`src/rtl/wdog_map.vh`:
```
// register map, fields, reset values and timing of the watchdog / interval timer
`ifndef WDOG_MAP_VH
`define WDOG_MAP_VH
// byte offsets on the register bus
`define WDOG_CONTROL_OFS   8'h00
`define WDOG_FEED_PORT_OFS 8'h04
`define WDOG_STATUS_OFS    8'h08
`define WDOG_MASK_OFS      8'h0c
`define WDOG_COUNT_OFS     8'h10
`define WDOG_LAST_IDX      3'd4
// wdog_control fields
`define CTL_SEL_LSB        0
`define CTL_SEL_MSB        2
`define CTL_ENABLED_BIT    4
`define CTL_WDOG_FEED_PORT_BIT      5
// reset values of wdog_control
`define CTL_RST_WDOG       8'h30
`define CTL_RST_OTHER_EN   8'h10
`define CTL_RST_OTHER_DIS  8'h00
// status / mask fields
`define EV_INTERVAL_BIT    0
`define EV_BAD_FEED_BIT    1
`define EV_FEED_OK_BIT     2
`define EV_W               3
// feed bytes
`define FEED_FIRST         8'h1e
`define FEED_SECOND        8'he1
// timing
`define CLK_PERIOD_NS      10
`define WDOG_TICK_NS       1000000
`define WDOG_BASE_MS       16
`define WDOG_RST_PULSE_NS  1000
// bus answers
`define RESP_OKAY          2'b00
`define RESP_SLVERR        2'b10
`endif

```
`src/rtl/watchdog_interval_timer.v`:
```
// watchdog timer with interval-timer fallback, AXI4-Lite register slave
// Behaviour
// - counter runs from its own always-on time base, not the cpu clock
// - enabled watchdog cannot be stopped by software; expiry resets the cpu
// - when disabled by configuration, counter is an interval timer raising an interrupt
// - three-bit select gives eight periods, 16 ms up to 2048 ms
// - enabled watchdog accepts one control write after reset; later writes ignored
// - with the cpu clock stopped the counter still runs, expires and resets
// - other chip reset sources hold the counter inactive while they last
// - a feed is byte 1e then byte e1 written to the feed port
// - other accesses may fall between the two feed writes
// - wrong feed sequence does not feed, a wrong byte sets the bad-feed status bit; expiry stays at its scheduled time
// - expiry holds the chip reset about one microsecond, then execution restarts
// - expiry in power down restarts the oscillator; release waits for stability
// - control resets to 30h after watchdog reset, 10h after others when enabled
//
// The address map and the AXI4-Lite register port were chosen for this implementation.
`timescale 1ns/1ps
`include "wdog_map.vh"

module watchdog_interval_timer #(
  parameter TICK_CYCLES = `WDOG_TICK_NS / `CLK_PERIOD_NS,
  parameter DIV_W       = 17,
  parameter CNT_W       = 12,
  parameter ADDR_W      = 8
) (
  input  wire              clk_i,
  input  wire              rst_i,
  input  wire              wdog_enable_cfg_i,
  input  wire              other_reset_i,
  input  wire              power_down_i,
  input  wire              osc_stable_i,
  input  wire [ADDR_W-1:0] s_axi_awaddr_i,
  input  wire              s_axi_awvalid_i,
  output wire              s_axi_awready_o,
  input  wire [31:0]       s_axi_wdata_i,
  input  wire [3:0]        s_axi_wstrb_i,
  input  wire              s_axi_wvalid_i,
  output wire              s_axi_wready_o,
  output wire [1:0]        s_axi_bresp_o,
  output wire              s_axi_bvalid_o,
  input  wire              s_axi_bready_i,
  input  wire [ADDR_W-1:0] s_axi_araddr_i,
  input  wire              s_axi_arvalid_i,
  output wire              s_axi_arready_o,
  output wire [31:0]       s_axi_rdata_o,
  output wire [1:0]        s_axi_rresp_o,
  output wire              s_axi_rvalid_o,
  input  wire              s_axi_rready_i,
  output wire              chip_reset_o,
  output wire              osc_start_o,
  output wire              irq_o
);

  localparam integer     TICK_M1    = TICK_CYCLES - 1;
  localparam [DIV_W-1:0] TICK_LAST  = TICK_M1[DIV_W-1:0];
  localparam integer     RST_CYCLES = `WDOG_RST_PULSE_NS / `CLK_PERIOD_NS;
  localparam integer     RST_M1     = RST_CYCLES - 1;
  localparam [7:0]       RST_LAST   = RST_M1[7:0];
  localparam integer     BASE_INT   = `WDOG_BASE_MS;
  localparam [CNT_W-1:0] BASE_TICKS = BASE_INT[CNT_W-1:0];
  localparam [7:0]       CTL_OTHER  = `CTL_RST_OTHER_EN;
  localparam [7:0]       CTL_WDOG   = `CTL_RST_WDOG;

  localparam [2:0] IDX_CTRL  = 3'd0;
  localparam [2:0] IDX_FEED  = 3'd1;
  localparam [2:0] IDX_STAT  = 3'd2;
  localparam [2:0] IDX_MASK  = 3'd3;
  localparam [2:0] IDX_COUNT = 3'd4;
  localparam [2:0] IDX_NONE  = 3'd7;

  localparam [1:0] RS_IDLE    = 2'd0;
  localparam [1:0] RS_PULSE   = 2'd1;
  localparam [1:0] RS_OSCWAIT = 2'd2;

  // register index of a byte address, IDX_NONE when unmapped
  function [2:0] reg_index;
    input [ADDR_W-1:0] a;
    begin
      if (a[1:0] != 2'b00 || a[ADDR_W-1:2] > {{(ADDR_W-5){1'b0}}, `WDOG_LAST_IDX})
        reg_index = IDX_NONE;
      else
        reg_index = a[4:2];
    end
  endfunction

  // expiry count in millisecond ticks: 16 ms doubled per select step
  function [CNT_W-1:0] period_ticks;
    input [2:0] sel;
    begin
      period_ticks = BASE_TICKS << sel;
    end
  endfunction

  reg              en_r;
  reg [DIV_W-1:0]  div_r;
  reg [CNT_W-1:0]  cnt_r;
  reg [2:0]        sel_r;
  reg              wdog_feed_port_flag_r;
  reg              lock_r;
  reg              armed_r;
  reg [`EV_W-1:0]  status_r;
  reg [`EV_W-1:0]  mask_r;
  reg [1:0]        rs_state_r;
  reg [7:0]        rs_cnt_r;
  reg              pd_seen_r;
  reg              chip_reset_r;
  reg              osc_start_r;

  reg              aw_full_r;
  reg [ADDR_W-1:0] aw_addr_r;
  reg              w_full_r;
  reg [7:0]        w_data_r;
  reg              w_strb0_r;
  reg              bvalid_r;
  reg [1:0]        bresp_r;
  reg              rvalid_r;
  reg [1:0]        rresp_r;
  reg [31:0]       rdata_r;

  wire [2:0] wr_idx   = reg_index(aw_addr_r);
  wire [2:0] rd_idx   = reg_index(s_axi_araddr_i);
  wire       do_wr    = aw_full_r && w_full_r && !bvalid_r;
  wire       wr_byte  = do_wr && w_strb0_r;
  wire       rd_take  = s_axi_arvalid_i && !rvalid_r;
  wire       feed_wr  = wr_byte && wr_idx == IDX_FEED;
  wire       ctrl_wr  = wr_byte && wr_idx == IDX_CTRL;
  wire       feed_ok  = feed_wr && armed_r && w_data_r == `FEED_SECOND;
  wire       feed_bad = feed_wr && !feed_ok && w_data_r != `FEED_FIRST;
  wire       ctrl_ok  = ctrl_wr && !(en_r && lock_r);
  wire       hold_cnt = other_reset_i || chip_reset_r;
  wire       tick     = div_r == TICK_LAST;
  // >= so a select lowered below the running count still expires promptly
  wire       expire   = tick && !hold_cnt && cnt_r >= period_ticks(sel_r) - 1'b1;
  wire       wdog_exp = expire && en_r && rs_state_r == RS_IDLE;
  wire       int_exp  = expire && !en_r;

  wire [`EV_W-1:0] events;
  assign events[`EV_INTERVAL_BIT] = int_exp;
  assign events[`EV_BAD_FEED_BIT] = feed_bad;
  assign events[`EV_FEED_OK_BIT]  = feed_ok;

  wire [7:0] ctrl_view;
  assign ctrl_view = {2'b00, wdog_feed_port_flag_r, en_r, 1'b0, sel_r};

  // configuration bit is caught as the block leaves reset
  always @(posedge clk_i) begin
    if (rst_i)
      en_r <= wdog_enable_cfg_i;
  end

  // time base: cleared by a feed or a hold, otherwise running, independent of whether the cpu clock runs
  always @(posedge clk_i) begin
    if (rst_i || hold_cnt || feed_ok)
      div_r <= {DIV_W{1'b0}};
    else if (tick)
      div_r <= {DIV_W{1'b0}};
    else
      div_r <= div_r + 1'b1;
  end

  // no register bit can stop this count in watchdog mode
  always @(posedge clk_i) begin
    if (rst_i || hold_cnt)
      cnt_r <= {CNT_W{1'b0}};
    else if (feed_ok)
      cnt_r <= {CNT_W{1'b0}};
    else if (expire)
      cnt_r <= {CNT_W{1'b0}};
    else if (tick)
      cnt_r <= cnt_r + 1'b1;
  end

  // feed recogniser; unrelated accesses in between do not disarm it
  always @(posedge clk_i) begin
    if (rst_i || hold_cnt)
      armed_r <= 1'b0;
    else if (feed_wr)
      armed_r <= w_data_r == `FEED_FIRST;
  end

  // control register, write-once while the watchdog is enabled
  always @(posedge clk_i) begin
    if (rst_i || other_reset_i) begin
      sel_r        <= CTL_OTHER[`CTL_SEL_MSB:`CTL_SEL_LSB];
      wdog_feed_port_flag_r <= CTL_OTHER[`CTL_WDOG_FEED_PORT_BIT];
      lock_r       <= 1'b0;
    end else if (wdog_exp) begin
      sel_r        <= CTL_WDOG[`CTL_SEL_MSB:`CTL_SEL_LSB];
      wdog_feed_port_flag_r <= CTL_WDOG[`CTL_WDOG_FEED_PORT_BIT];
      lock_r       <= 1'b0;
    end else if (ctrl_ok) begin
      sel_r        <= w_data_r[`CTL_SEL_MSB:`CTL_SEL_LSB];
      wdog_feed_port_flag_r <= wdog_feed_port_flag_r & w_data_r[`CTL_WDOG_FEED_PORT_BIT];
      lock_r       <= 1'b1;
    end
  end

  // chip reset sequencer
  always @(posedge clk_i) begin
    if (rst_i) begin
      rs_state_r   <= RS_IDLE;
      rs_cnt_r     <= 8'h00;
      pd_seen_r    <= 1'b0;
      chip_reset_r <= 1'b0;
      osc_start_r  <= 1'b0;
    end else begin
      case (rs_state_r)
        RS_IDLE: begin
          if (wdog_exp) begin
            rs_state_r   <= RS_PULSE;
            rs_cnt_r     <= 8'h00;
            chip_reset_r <= 1'b1;
            pd_seen_r    <= power_down_i;
            osc_start_r  <= power_down_i;
          end
        end
        RS_PULSE: begin
          if (rs_cnt_r == RST_LAST) begin
            if (pd_seen_r) begin
              rs_state_r <= RS_OSCWAIT;
            end else begin
              rs_state_r   <= RS_IDLE;
              chip_reset_r <= 1'b0;
            end
          end else begin
            rs_cnt_r <= rs_cnt_r + 1'b1;
          end
        end
        RS_OSCWAIT: begin
          // release only once the restarted oscillator is usable
          if (osc_stable_i) begin
            rs_state_r   <= RS_IDLE;
            chip_reset_r <= 1'b0;
            osc_start_r  <= 1'b0;
            pd_seen_r    <= 1'b0;
          end
        end
        default: begin
          rs_state_r   <= RS_IDLE;
          chip_reset_r <= 1'b0;
          osc_start_r  <= 1'b0;
        end
      endcase
    end
  end

  // sticky events, cleared by reading status; a new event wins over the clear
  always @(posedge clk_i) begin
    if (rst_i)
      status_r <= {`EV_W{1'b0}};
    else if (rd_take && rd_idx == IDX_STAT)
      status_r <= events;
    else
      status_r <= status_r | events;
  end

  always @(posedge clk_i) begin
    if (rst_i)
      mask_r <= {`EV_W{1'b0}};
    else if (wr_byte && wr_idx == IDX_MASK)
      mask_r <= w_data_r[`EV_W-1:0];
  end

  // write channel: address and data taken in either order
  always @(posedge clk_i) begin
    if (rst_i) begin
      aw_full_r <= 1'b0;
      aw_addr_r <= {ADDR_W{1'b0}};
      w_full_r  <= 1'b0;
      w_data_r  <= 8'h00;
      w_strb0_r <= 1'b0;
      bvalid_r  <= 1'b0;
      bresp_r   <= `RESP_OKAY;
    end else begin
      if (s_axi_awvalid_i && s_axi_awready_o) begin
        aw_full_r <= 1'b1;
        aw_addr_r <= s_axi_awaddr_i;
      end
      if (s_axi_wvalid_i && s_axi_wready_o) begin
        w_full_r  <= 1'b1;
        w_data_r  <= s_axi_wdata_i[7:0];
        w_strb0_r <= s_axi_wstrb_i[0];
      end
      if (do_wr) begin
        aw_full_r <= 1'b0;
        w_full_r  <= 1'b0;
        bvalid_r  <= 1'b1;
        bresp_r   <= (wr_idx == IDX_NONE) ? `RESP_SLVERR : `RESP_OKAY;
      end else if (bvalid_r && s_axi_bready_i) begin
        bvalid_r <= 1'b0;
      end
    end
  end

  // read channel: one read outstanding, data registered
  always @(posedge clk_i) begin
    if (rst_i) begin
      rvalid_r <= 1'b0;
      rresp_r  <= `RESP_OKAY;
      rdata_r  <= 32'h0000_0000;
    end else if (rd_take) begin
      rvalid_r <= 1'b1;
      rresp_r  <= (rd_idx == IDX_NONE) ? `RESP_SLVERR : `RESP_OKAY;
      case (rd_idx)
        IDX_CTRL:  rdata_r <= {24'h000000, ctrl_view};
        IDX_STAT:  rdata_r <= {{(32-`EV_W){1'b0}}, status_r};
        IDX_MASK:  rdata_r <= {{(32-`EV_W){1'b0}}, mask_r};
        IDX_COUNT: rdata_r <= {{(32-CNT_W){1'b0}}, cnt_r};
        default:   rdata_r <= 32'h0000_0000;
      endcase
    end else if (rvalid_r && s_axi_rready_i) begin
      rvalid_r <= 1'b0;
    end
  end

  assign s_axi_awready_o = !aw_full_r && !bvalid_r;
  assign s_axi_wready_o  = !w_full_r && !bvalid_r;
  assign s_axi_bvalid_o  = bvalid_r;
  assign s_axi_bresp_o   = bresp_r;
  assign s_axi_arready_o = !rvalid_r;
  assign s_axi_rvalid_o  = rvalid_r;
  assign s_axi_rresp_o   = rresp_r;
  assign s_axi_rdata_o   = rdata_r;
  assign chip_reset_o    = chip_reset_r;
  assign osc_start_o     = osc_start_r;
  assign irq_o           = |(status_r & mask_r);

endmodule // watchdog_interval_timer

```
`config.mk`:
```
export PLATFORM = sky130hd
export DESIGN_NAME = watchdog_interval_timer
export DESIGN_NICKNAME = d
export VERILOG_FILES = /design/src/rtl/watchdog_interval_timer.v
export VERILOG_INCLUDE_DIRS = /design/src /design/src/rtl
export SDC_FILE = /design/constraint.sdc
export NUM_CORES = 1
export LEC_CHECK = 0
export BUFFER_PORTS_ARGS = -buffer_cell sky130_fd_sc_hd__buf_4
export CORE_MARGIN = 2
export CORE_UTILIZATION = 50
export CTS_CLUSTER_SIZE = 20
export DETAILED_ROUTE_END_ITERATION = 10
export PLACE_DENSITY_LB_ADDON = 0.05
export REMOVE_ABC_BUFFERS = 1
export SETUP_SLACK_MARGIN = 0.2
export SYNTH_ARGS = -nofsm -noshare
export SYNTH_HDL_FRONTEND = slang
export SYNTH_SLANG_ARGS = --single-unit
```
`constraint.sdc`:
```
create_clock -name clk_i -period 3.6 [get_ports clk_i]
set_input_delay 1.08 -clock clk_i [delete_from_list [all_inputs] [get_ports clk_i]]
set_output_delay 1.08 -clock clk_i [all_outputs]
set_load 0.02 [all_outputs]
```
==> results_dict.tcl <==
set metrics [dict create \
    outcome "completed" \
    nets 635 \
    setup_tns_ns 0 \
    ys_ff_latch 90 \
    cts_tree "built" \
    sequentialPowerShare 0.515 \
    postSynthAreaPerCell_sq_um 8.40 \
    cp_top_family "simple AND/OR/NAND/NOR gates" \
    clk_pin_slew_worst_paths_ns 0.09 \
    core_area_sq_um 8260 \
    power_frac_comb 0.082 \
    fin_skew_ns 0.0156 \
    htreeDepth 3 \
    wl_per_cell_microns 13.6 \
    rsz0062_at_grt "false" \
    postCtsSetupRepairBufs 0 \
    setup_violations 0 \
    grt_overflow 0 \
    drive_above_1_share 0.145 \
    post-dp-hpwl_microns 6510 \
    netlist_area_sq_um 4290 \
    synthArstFlopShare 0 \
    max_freq_mhz 349 \
    powerDensity_nw_per_um2 409 \
    critPathArrivalTime_ns 3.07 \
    startpoint_type "flop" \
    critPathMaxStageDelay_ns 0.67 \
    irDropWorstVdd_mv 0.235 \
    power.leakage_nw 1.86 \
    wirelength_microns 9140 \
    drtPass1Iterations 5 \
    row_count 33 \
    clockBufferDepth 2 \
    synthToLayoutAreaGrowth_pct 15.0 \
    maxCapViolCount 0 \
    cts_hold_buf 0 \
    grt_usage 0.193 \
    synth.distinct_cells 54 \
    insertedDiodeCount 0 \
    p_int_mw 1.55 \
    synth_edf_count 1 \
    hp-class "flop to flop" \
    die_x_microns 96.6 \
    slowest_stage "or4_1" \
    tightest_slew_ns 0.744 \
    grt_pass1_wl_microns 15200 \
    maxSlewHeadroom 0.503 \
    yosysSeqAreaShare 0.422 \
    drt_iter0_drc 104 \
    numCtsBuffers 9 \
    path_buf_inv 1 \
    cp.required_ns 3.81 \
    synth_cells 511 \
    design.die.area_sq_um 9340 \
    ys.flop_type "dfxtp_1" \
    die_y_microns 96.6 \
    ioPinCount 107 \
    place_congestion 0.826 \
    cts-root-buf "clkbuf_8" \
    initial_core_util 0.520 \
    antenna_found_initial 0 \
    drtAntennaViolNets 0 \
    endpoint_kind "flop" \
    final_max_slew_viol_count 0 \
    grt_max_degree 60 \
    hold_violations 0 \
    grt_pass1_vias 3224 \
    critPathMaxFanout 17 \
    cts.sinks 90 \
    vias_per_cell 5.30 \
    period_share 0.795 \
    crit_chain "or4_1, or4_1, o31ai_2, buf_4, nand2b_1, nor2_1" \
    netSwitchingFraction 0.234 \
    hold_ws_ns 0.444 \
    critPathKind "flop to flop" \
    port_buffers 57 \
    drc 0 \
    power_switching_uw 472 \
    final_cell_mix "89 x dfxtp_1, 65 x nor2_1, 61 x buf_4" \
    worst_skew_pair.late_latency_ns 0.36 \
    synth_warnings 0 \
    critPathMostFrequentCell "or4_1" \
    num_vias 3555 \
    ctsResizeCount 0 \
    period_needed_ns 2.86 \
    layout_commonest_cell "dfxtp_1" \
    p_clk_frac 0.403 \
]
==> stage by stage <==
stage	cell area [sq um]	setup WS, ns	power [mW]	instances	util
6_report	4940	0.737	2.02	671	0.598
5_1_grt	4940	0.564	2.11	671	0.598
4_1_cts	4940	0.719	2.04	671	0.598
3_5_place_dp	4700	0.537	1.23	655	0.569
3_3_place_gp	4700	0.562	1.23	655	0.569
2_1_floorplan	4110	0.866	1.15	489	-
==> per-layer routing <==
layer / global-route usage / part of all wire
met2: 0.296 / 0.45
met5: 0 / 0
met4: 0.0748 / 0.0074
met3: 0.0390 / 0.050
met1: 0.268 / 0.49
==> worst reg2reg max path, stage by stage, from the launching register on <==
cell	delay, ns
dfxtp_1	0.32
or4_1	0.55
or4_1	0.67
o31ai_2	0.30
buf_4	0.22
nand2b_1	0.55
nor2_1	0.12
==> path summary, 6_finish.rpt <==
path / depth (start not counted) / start / end / slack (ns)
max: 6 / aw_addr_r[1] / div_r[11] / 0.74
max reg2reg: 6 / aw_addr_r[1] / div_r[11] / 0.74
min reg2reg: 1 / div_r[0] / div_r[0] / 0.44
min: 1 / div_r[0] / div_r[0] / 0.44
==> logic make-up (layout without fill, tap and decap cells) <==
| logic type | Yosys count | in the layout | synth area share |
|---|---|---|---|
| AND/OR/NAND/NOR | 237 | 237 | 0.268 |
| flip-flops | 90 | 90 | 0.422 |
| AO/OA/AOI/OAI | 75 | 75 | 0.114 |
| buffers and inverters | 52 | 86 | 0.0682 |
| XOR/XNOR | 32 | 32 | 0.0653 |
| multiplexers | 12 | 12 | 0.0280 |
| adder cells (fa/ha/maj) | 11 | 11 | 0.0321 |
| other | 2 | 23 | 0.00175 |
==> power by group through the flow <==
stage | combinational (mW) | clock [mW] | sequential [mW]
2_1_floorplan | 0.0892 | 0 | 1.06
5_1_grt | 0.183 | 0.884 | 1.04
4_1_cts | 0.167 | 0.837 | 1.04
6_report | 0.166 | 0.812 | 1.04
3_3_place_gp | 0.164 | 0 | 1.06
3_5_place_dp | 0.167 | 0 | 1.06
==> cells in the mapped netlist, types with 4 or more instances <==
| cell | number | area [sq um] |
|---|---|---|
| inv_1 | 9 | 33.8 |
| ha_1 | 11 | 138 |
| nor2b_1 | 4 | 25.0 |
| a22oi_1 | 8 | 60.1 |
| nand4_1 | 9 | 56.3 |
| xnor2_1 | 19 | 166 |
| nand2_1 | 59 | 221 |
| mux2i_1 | 12 | 120 |
| a21oi_1 | 32 | 160 |
| xor2_1 | 13 | 114 |
| nand3_1 | 16 | 80.1 |
| nor2_1 | 65 | 244 |
| and4_1 | 4 | 35.0 |
| nand3b_1 | 5 | 37.5 |
| or4_1 | 5 | 37.5 |
| o21ai_0 | 12 | 60.1 |
| clkbuf_1 | 15 | 56.3 |
| dfxtp_1 | 89 | 1780 |
| buf_4 | 23 | 173 |
| and3_1 | 6 | 37.5 |
| nor3_1 | 38 | 190 |
| nand2b_1 | 8 | 50.1 |
==> registers in the layout (all words and copies together) (netlist names), 2 cells and up <==
register       count
aw_addr_r          8
cnt_r             12
div_r             17
mask_r             3
rs_cnt_r           8
rs_state_r         2
s_axi_rdata_o     12
sel_r              3
status_r           3
w_data_r           8
==> final cells by class <==
class,instances,area (sq um)
Clock buffer,11,131
Clock inverter,5,104
Fill cell,788,3320
Inverter,9,33.8
Multi-Input combinational cell,390,2270
Sequential cell,90,1810
Tap cell,105,131
Timing Repair Buffer,61,458
Power figures use the tool's default switching activity.
